==> src/rtl/cclpc_pkg.sv <==
// Package: constants and types for the core cluster low-power controller
package cclpc_pkg;

  // ****************************************
  // Core power states
  // ****************************************
  typedef enum logic [2:0] {
    CCLPC_RUN      = 3'b000,
    CCLPC_LIGHT    = 3'b001,
    CCLPC_DEEP_ENT = 3'b010,
    CCLPC_DEEP     = 3'b011,
    CCLPC_WAKE_PWR = 3'b100,
    CCLPC_WAKE_CLK = 3'b101
  } cclpc_state_t;

  // ****************************************
  // Requested state codes on the write port
  // ****************************************
  localparam logic [1:0] REQ_RUN   = 2'h0;
  localparam logic [1:0] REQ_LIGHT = 2'h1;
  localparam logic [1:0] REQ_DEEP  = 2'h2;

  // ****************************************
  // Timing
  // ****************************************
  localparam int CLK_MHZ           = 50;
  // Deep sleep exit budget in platform clocks
  localparam int DEEP_EXIT_CYCLES  = 100;
  // Supply ramp and clock restore split of the exit budget
  localparam int PWR_RAMP_CYCLES   = 60;
  localparam int CLK_RESTORE_CYCLES = 30;
  // Transmit inactivity before low power idle, in microseconds
  localparam int TX_IDLE_US        = 20;
  localparam int TX_IDLE_CYCLES    = TX_IDLE_US * CLK_MHZ;

  // Reset values
  localparam logic [7:0] VID_DEFAULT = 8'h5A; // arbitrary value

endpackage

==> src/rtl/cclpc_ctrl.sv <==
// Module: core cluster low-power controller
`timescale 1ns/1ns
module cclpc_ctrl #(
  parameter int NCORES = 4,
  parameter int NBLK   = 8,
  parameter int QW     = 16,
  parameter int TX_IDLE_CYCLES = cclpc_pkg::TX_IDLE_CYCLES
) (
  // Clock and reset
  input  wire logic              clk_i,
  input  wire logic              rst_n_i,
  // Power request write port
  input  wire logic              req_valid_i,
  input  wire logic [$clog2(NCORES)-1:0] req_src_i,
  input  wire logic [$clog2(NCORES)-1:0] req_core_i,
  input  wire logic [1:0]        req_state_i,
  input  wire logic [NCORES-1:0] req_perm_i,
  input  wire logic              cluster_deep_req_i,
  input  wire logic              l2_flushed_i,
  // Per core thread wait and wake events
  input  wire logic [NCORES-1:0] wait_t0_i,
  input  wire logic [NCORES-1:0] wait_t1_i,
  input  wire logic [NCORES-1:0] ext_trig_i,
  input  wire logic [NCORES-1:0] irq_i,
  input  wire logic [NCORES-1:0] doorbell_i,
  input  wire logic [NCORES-1:0] stash_i,
  input  wire logic [NCORES-1:0] resv_clr_i,
  // Queue pool
  input  wire logic [QW-1:0]     pool_depth_i,
  input  wire logic [QW-1:0]     pool_thresh_i,
  // Blocks: work dispatch and static disable
  input  wire logic [NBLK-1:0]   blk_work_i,
  input  wire logic [NBLK-1:0]   blk_disable_i,
  // Ethernet transmit activity
  input  wire logic              tx_active_i,
  // Core controls
  output logic [NCORES-1:0]      fetch_en_o,
  output logic [NCORES-1:0]      snoop_en_o,
  output logic [NCORES-1:0]      core_clk_en_o,
  output logic [NCORES-1:0]      core_pwr_full_o,
  output logic [NCORES-1:0]      retain_o,
  output logic [NCORES-1:0]      core_asleep_o,
  output logic                   cluster_deep_o,
  output logic [NCORES-1:0]      pool_wake_o,
  // Block clocks, transmit idle, voltage ID
  output logic [NBLK-1:0]        blk_clk_en_o,
  output logic                   tx_lpi_o,
  output logic [7:0]             vid_o
);

  if (NCORES < 2 || NBLK < 1 || QW < 1 || TX_IDLE_CYCLES < 1) begin : g_chk
    $error("cclpc_ctrl: unsupported parameters");
  end

  localparam int CW = $clog2(cclpc_pkg::DEEP_EXIT_CYCLES + 1);
  localparam int TW = $clog2(TX_IDLE_CYCLES + 1);

  // ****************************************
  // Input synchronisers for pin-level events
  // ****************************************
  logic [NCORES-1:0] trig_s1, trig_s2;
  logic              tx_s1, tx_s2;
  always_ff @(posedge clk_i) begin
    trig_s1 <= ext_trig_i;
    trig_s2 <= trig_s1;
    tx_s1   <= tx_active_i;
    tx_s2   <= tx_s1;
  end

  // ****************************************
  // Request decode
  // ****************************************
  wire req_ok = req_valid_i && req_perm_i[req_src_i];
  wire all_light;
  wire cl_go = cluster_deep_req_i && all_light && l2_flushed_i;

  cclpc_pkg::cclpc_state_t st [NCORES];
  cclpc_pkg::cclpc_state_t next_st [NCORES];
  logic [NCORES-1:0] by_reg;
  logic [NCORES-1:0] next_by_reg;
  logic [NCORES-1:0] t0w, t1w;
  logic [CW-1:0]     cnt [NCORES];
  logic [CW-1:0]     next_cnt [NCORES];
  logic [NCORES-1:0] light_v, wake_v, wake_wr;

  // ****************************************
  // Pool wake: lowest numbered sleeping core
  // ****************************************
  wire over = pool_depth_i > pool_thresh_i;
  logic [NCORES-1:0] lowest;
  always_comb begin
    lowest = '0;
    for (int i = NCORES - 1; i >= 0; i--) begin
      if (st[i] != cclpc_pkg::CCLPC_RUN) begin
        lowest = '0;
        lowest[i] = over;
      end
    end
  end

  // ****************************************
  // Per-core sequencer
  // ****************************************
  always_comb begin
    for (int i = 0; i < NCORES; i++) begin
      wake_wr[i] = req_ok && req_core_i == i[$clog2(NCORES)-1:0] &&
                   req_state_i == cclpc_pkg::REQ_RUN &&
                   (req_src_i != i[$clog2(NCORES)-1:0] || !by_reg[i]);
      // A core woken by its own write is never this core's own event
      wake_v[i] = trig_s2[i] | irq_i[i] | doorbell_i[i] | stash_i[i]
                | resv_clr_i[i] | lowest[i];
      next_st[i]     = st[i];
      next_by_reg[i] = by_reg[i];
      next_cnt[i]    = cnt[i];
      unique case (st[i])
        cclpc_pkg::CCLPC_RUN: begin
          if (req_ok && req_core_i == i[$clog2(NCORES)-1:0] &&
              req_state_i != cclpc_pkg::REQ_RUN) begin
            next_by_reg[i] = 1'b1;
            next_st[i] = (req_state_i == cclpc_pkg::REQ_DEEP) ?
                         cclpc_pkg::CCLPC_DEEP : cclpc_pkg::CCLPC_LIGHT;
          end else if (t0w[i] && t1w[i]) begin
            next_by_reg[i] = 1'b0;
            next_st[i] = cclpc_pkg::CCLPC_DEEP;
          end else if (t0w[i] || t1w[i]) begin
            next_by_reg[i] = 1'b0;
            next_st[i] = cclpc_pkg::CCLPC_LIGHT;
          end
        end
        cclpc_pkg::CCLPC_LIGHT: begin
          if (wake_v[i] || wake_wr[i])
            next_st[i] = cclpc_pkg::CCLPC_RUN;
          else if (cl_go || (t0w[i] && t1w[i]))
            next_st[i] = cclpc_pkg::CCLPC_DEEP;
        end
        cclpc_pkg::CCLPC_DEEP_ENT: next_st[i] = cclpc_pkg::CCLPC_DEEP;
        cclpc_pkg::CCLPC_DEEP: begin
          if (wake_v[i] || wake_wr[i]) begin
            next_st[i]  = cclpc_pkg::CCLPC_WAKE_PWR;
            next_cnt[i] = CW'(cclpc_pkg::PWR_RAMP_CYCLES);
          end
        end
        cclpc_pkg::CCLPC_WAKE_PWR: begin
          next_cnt[i] = cnt[i] - 1'b1;
          if (cnt[i] == CW'(1)) begin
            next_st[i]  = cclpc_pkg::CCLPC_WAKE_CLK;
            next_cnt[i] = CW'(cclpc_pkg::CLK_RESTORE_CYCLES);
          end
        end
        cclpc_pkg::CCLPC_WAKE_CLK: begin
          next_cnt[i] = cnt[i] - 1'b1;
          if (cnt[i] == CW'(1))
            next_st[i] = cclpc_pkg::CCLPC_RUN;
        end
        default: next_st[i] = cclpc_pkg::CCLPC_RUN;
      endcase
    end
  end

  // Kept apart from the sequencer so the cluster gate forms no loop
  always_comb begin
    for (int i = 0; i < NCORES; i++)
      light_v[i] = st[i] == cclpc_pkg::CCLPC_LIGHT;
  end
  assign all_light = &light_v;

  always_ff @(posedge clk_i) begin
    for (int i = 0; i < NCORES; i++) begin
      if (!rst_n_i) begin
        st[i]  <= cclpc_pkg::CCLPC_RUN;
        cnt[i] <= '0;
      end else begin
        st[i]  <= next_st[i];
        cnt[i] <= next_cnt[i];
      end
    end
  end

  // Thread wait flags: set on wait, cleared on return to run; set wins
  always_ff @(posedge clk_i) begin
    if (!rst_n_i) begin
      by_reg <= '0;
      t0w    <= '0;
      t1w    <= '0;
    end else begin
      by_reg <= next_by_reg;
      for (int i = 0; i < NCORES; i++) begin
        t0w[i] <= wait_t0_i[i] | (t0w[i] &
                  next_st[i] != cclpc_pkg::CCLPC_RUN);
        t1w[i] <= wait_t1_i[i] | (t1w[i] &
                  next_st[i] != cclpc_pkg::CCLPC_RUN);
      end
    end
  end

  // ****************************************
  // Core control outputs
  // ****************************************
  always_ff @(posedge clk_i) begin
    for (int i = 0; i < NCORES; i++) begin
      if (!rst_n_i) begin
        fetch_en_o[i]      <= 1'b1;
        snoop_en_o[i]      <= 1'b1;
        core_clk_en_o[i]   <= 1'b1;
        core_pwr_full_o[i] <= 1'b1;
        retain_o[i]        <= 1'b0;
        core_asleep_o[i]   <= 1'b0;
      end else begin
        fetch_en_o[i]    <= next_st[i] == cclpc_pkg::CCLPC_RUN;
        snoop_en_o[i]    <= next_st[i] == cclpc_pkg::CCLPC_RUN ||
                            next_st[i] == cclpc_pkg::CCLPC_LIGHT;
        core_clk_en_o[i] <= next_st[i] == cclpc_pkg::CCLPC_RUN ||
                            next_st[i] == cclpc_pkg::CCLPC_LIGHT ||
                            next_st[i] == cclpc_pkg::CCLPC_WAKE_CLK;
        core_pwr_full_o[i] <= next_st[i] != cclpc_pkg::CCLPC_DEEP &&
                              next_st[i] != cclpc_pkg::CCLPC_WAKE_PWR;
        retain_o[i]      <= next_st[i] == cclpc_pkg::CCLPC_DEEP ||
                            next_st[i] == cclpc_pkg::CCLPC_WAKE_PWR;
        core_asleep_o[i] <= next_st[i] != cclpc_pkg::CCLPC_RUN;
      end
    end
  end

  // ****************************************
  // Cluster, pool, blocks, transmit idle, VID
  // ****************************************
  logic [TW-1:0] tx_cnt;
  logic          cl_deep;
  logic [NBLK-1:0] blk_off;
  wire  cl_any_run = |(fetch_en_o);

  always_ff @(posedge clk_i) begin
    if (!rst_n_i) begin
      cl_deep        <= 1'b0;
      cluster_deep_o <= 1'b0;
      pool_wake_o    <= '0;
      blk_clk_en_o   <= '1;
      blk_off        <= '0;
      tx_cnt         <= '0;
      tx_lpi_o       <= 1'b0;
    end else begin
      if (cl_go)
        cl_deep <= 1'b1;
      else if (cl_any_run)
        cl_deep <= 1'b0;
      cluster_deep_o <= cl_go | (cl_deep & ~cl_any_run);
      pool_wake_o    <= lowest;
      // Static disable is sticky until chip reset; auto gating
      // reopens the clock the cycle after work arrives
      blk_off      <= blk_off | blk_disable_i;
      blk_clk_en_o <= blk_work_i & ~blk_disable_i & ~blk_off;
      if (tx_s2) begin
        tx_cnt   <= '0;
        tx_lpi_o <= 1'b0;
      end else if (tx_cnt != TW'(TX_IDLE_CYCLES)) begin
        tx_cnt <= tx_cnt + 1'b1;
      end else begin
        tx_lpi_o <= 1'b1;
      end
    end
  end

  // Factory-programmed voltage identification, read-only
  always_ff @(posedge clk_i) begin
    vid_o <= cclpc_pkg::VID_DEFAULT;
  end

endmodule // cclpc_ctrl

==> config.mk <==
export PLATFORM = sky130hd
export DESIGN_NAME = cclpc_ctrl
export DESIGN_NICKNAME = d
export VERILOG_FILES = /design/src/rtl/cclpc_pkg.sv /design/src/rtl/cclpc_ctrl.sv
export SDC_FILE = /design/constraint.sdc
export NUM_CORES = 1
export LEC_CHECK = 0
export BUFFER_PORTS_ARGS = -buffer_cell sky130_fd_sc_hd__buf_2
export CAP_MARGIN = 20
export CORE_UTILIZATION = 58
export CTS_CLUSTER_SIZE = 28
export DETAILED_ROUTE_END_ITERATION = 12
export GPL_TIMING_DRIVEN = 1
export PLACE_DENSITY_LB_ADDON = 0.3
export SETUP_SLACK_MARGIN = 0.15
export SLEW_MARGIN = 40
export SYNTH_ARGS = -nofsm -noshare
export SYNTH_HDL_FRONTEND = slang
export SYNTH_SLANG_ARGS = --single-unit
==> constraint.sdc <==
create_clock -name clk_i -period 4.2 [get_ports clk_i]
set_input_delay 0.21 -clock clk_i [delete_from_list [all_inputs] [get_ports clk_i]]
set_output_delay 0.21 -clock clk_i [all_outputs]
set_load 0.1 [all_outputs]
==> results.ini <==
[layout]
layout.cells.non_filler = 938
regMostFlops = cnt
biggestRegsByFlops = cnt: 28 flops, st: 12 flops, tx_cnt: 10 flops
fillCellCount = 673
fin_nets = 914
seqCellArea_sq_mm = 0.00238
antennaDiodeCount = 0
area_growth_pct = 29.7
layout-drive-gt1-share = 0.222
multi_input_area_sq_mm = 0.00289
fin_area_sq_mm = 0.00724
largest_reg_flops = 28

[sta]
min_period_ns = 2.63
slew_headroom = 0.418
worst_slack_ns = 1.57
finalCritPeriodShare = 0.627
drv_slew = 0
clock.fmax_ghz = 0.380
hold_viol_final = 0
setup_viol = 0
rsz0062_at_grt = false
tns_ns = 0
skew_ns = 0.0112
worst_pin_slew_ns = 0.870

[pwr]
irDropWorstVdd_mv = 0.480
static-leakage-power_nw = 3.24
cellPowerDensity_mw_per_mm2 = 502

[logic_synthesis]
syn_area_sq_mm = 0.00558
synth_area_leaders = dfxtp_1, ha_1, a21oi_1
synth_edf_count = 0
synth_seq_cells = 119
synthAdderAreaFrac = 0.0583
yosys-top-cells-count = dfxtp_1, inv_1, nor2_1
seq_area_frac_synth = 0.427
post-synth-top-count-cell = dfxtp_1
synth_compound_area_frac = 0.198
synth_top_area_share = 0.427
ys_async_sr_fraction = 0
ys_types = 71
yosysWarnings = 0
synth_top_family_by_area = simple AND/OR/NAND/NOR gates
synth_area_leader_cell = dfxtp_1
synthMuxAreaShare = 0.00583
synth_xor_area_frac = 0.0267
post_synth_and_or_nand_nor_area_fraction = 0.221
netlist_instances = 637
yosys_most_used_dff = dfxtp_1
syn_avg_cell_area_sq_um = 8.76

[grt]
overflow = 0
grt_pass1_vias = 5177
antenna_found_initial = 0
grtUsageTotal = 0.299
grt_max_degree = 49
grt_first_pass_wirelength_um = 23500

[cts]
postCtsSetupRepairBufs = 0
cts_hold_buf = 36
clk_pin_slew_ns = 0.06
cts_buffers = 17
clk_latency_ns = 0.52
cts_tree = done
cts.sinks = 119
clock_path_buffers = 2
cts_root_buf = clkbuf_8
cts_resized = 0
htree_num_levels = 4

[placement]
gp_congestion = 0.867
dp_slack_ns = 1.32
dp_cells = 870
placed_area_sq_mm = 0.00627
io_buffer_count = 129
dp_hpwl_um = 9470

[setup_path]
required_ns = 4.58
cp_slowest_stage_delay_ns = 0.59
worstSetupPathType = flip-flop to flip-flop
cpMostUsedCell = nor3_1
critical_path.cell_chain = nor3_1 > nand2_1 > nor3_1 > nand4_1 > o21ai_2 > o21a_1 > a21oi_1
cp-end-kind = flip-flop
crit_fanout = 10
cp_slowest_cell = nor3_1
startpoint_type = flip-flop
arrival_ns = 3.01

[route]
drc = 0
dr.pass1.iters = 5
vias_per_cell = 5.65
antenna_left = 0
wl_per_cell_um = 15.2
wl_um = 14200
drtIter0Drc = 343
num_vias = 5303

[hold_path]
min-delay-path-class = primary input to flip-flop

[floorplan]
rows = 35
start_util = 0.601
coreArea_sq_mm = 0.00928
die_y_um = 100
die_w_um = 100
die_area_sq_mm = 0.0100
pin_count = 138

[job]
drv_cap = 0

[status]
status = finished, final reports clean

## layer usage
metal	up-vias	wire, um	GRT usage
met5	-	0	0
met4	0	416	0.144
met3	38	817	0.0543
met2	205	7350	0.532
met1	2482	5640	0.347
li1	2578	-	-
## cells by family (layout without fill, tap and decap cells)
family,Yosys count,in the layout
compound gates,160,160
xor+xnor,17,17
fa+ha+maj,26,26
buf+inv,84,250
flops,119,119
mux,2,2
other cells,2,8
simple gates,227,227
## final cells by class
class	count	share of cell area
Multi-Input combinational cell	440	0.399
Tap cell	129	0.0223
Clock inverter	12	0.0209
Timing Repair Buffer	166	0.140
Inverter	52	0.0270
Clock buffer	20	0.0615
Sequential cell	119	0.329
## critical path, delay by kind of cell (launching register included)
family	cells	cell delay, ns
and+or+nand+nor	4	1.33
AOI/OAI and AO/OA	3	0.75
DFF	1	0.41
## through the flow
step                      hold slack (ns)  utilization  power, mW
after floorplan                     0.238            -       1.99
after global placement              0.311        0.675       2.13
after detailed placement            0.313        0.675       2.15
after CTS                           0.196        0.778       3.63
after global routing                0.199        0.780       3.77
final                               0.180        0.780       3.63
## power breakdown
group / internal (mW) / switching (mW)
Combinational: 0.238 / 0.630
Clock: 0.933 / 0.519
Sequential: 1.23 / 0.0838
Total: 2.40 / 1.23
## path summary, 6_finish.rpt
kind,end,slack [ns],depth (start not counted),startpoint
setup / recovery,core_pwr_full_o[3]$_SDFF_PN1_,1.57,7,st[0][1]$_SDFF_PN0_
hold / removal,cnt[0][3]$_SDFFE_PN0P_,0.18,2,rst_n_i
setup reg to reg,core_pwr_full_o[3]$_SDFF_PN1_,1.57,7,st[0][1]$_SDFF_PN0_
hold reg to reg,trig_s2[3]$_DFF_P_,0.33,0,trig_s1[3]$_DFF_P_
## placed cells by master (no fill, tap or decap), types with 4 or more instances in the layout
| cell type | count |
|---|---|
| a21boi_0 | 7 |
| a21o_1 | 4 |
| a21oi_1 | 45 |
| a22o_1 | 4 |
| a31oi_1 | 9 |
| and2_1 | 5 |
| and3_1 | 5 |
| buf_2 | 128 |
| clkbuf_16 | 16 |
| clkinv_2 | 4 |
| conb_1 | 8 |
| dfxtp_1 | 119 |
| dlygate4sd3_1 | 36 |
| ha_1 | 26 |
| inv_1 | 51 |
| nand2_1 | 37 |
| nand2b_1 | 12 |
| nand3_1 | 21 |
| nand4_1 | 9 |
| nor2_1 | 48 |
| nor2b_1 | 15 |
| nor3_1 | 26 |
| nor3b_1 | 4 |
| nor4_1 | 7 |
| nor4b_1 | 6 |
| o211a_1 | 5 |
| o21a_1 | 16 |
| o21ai_0 | 22 |
| or3_1 | 8 |
| or4_1 | 4 |
| xnor2_1 | 8 |
| xor2_1 | 9 |
Note: power is estimated with default switching activity, not from simulation.
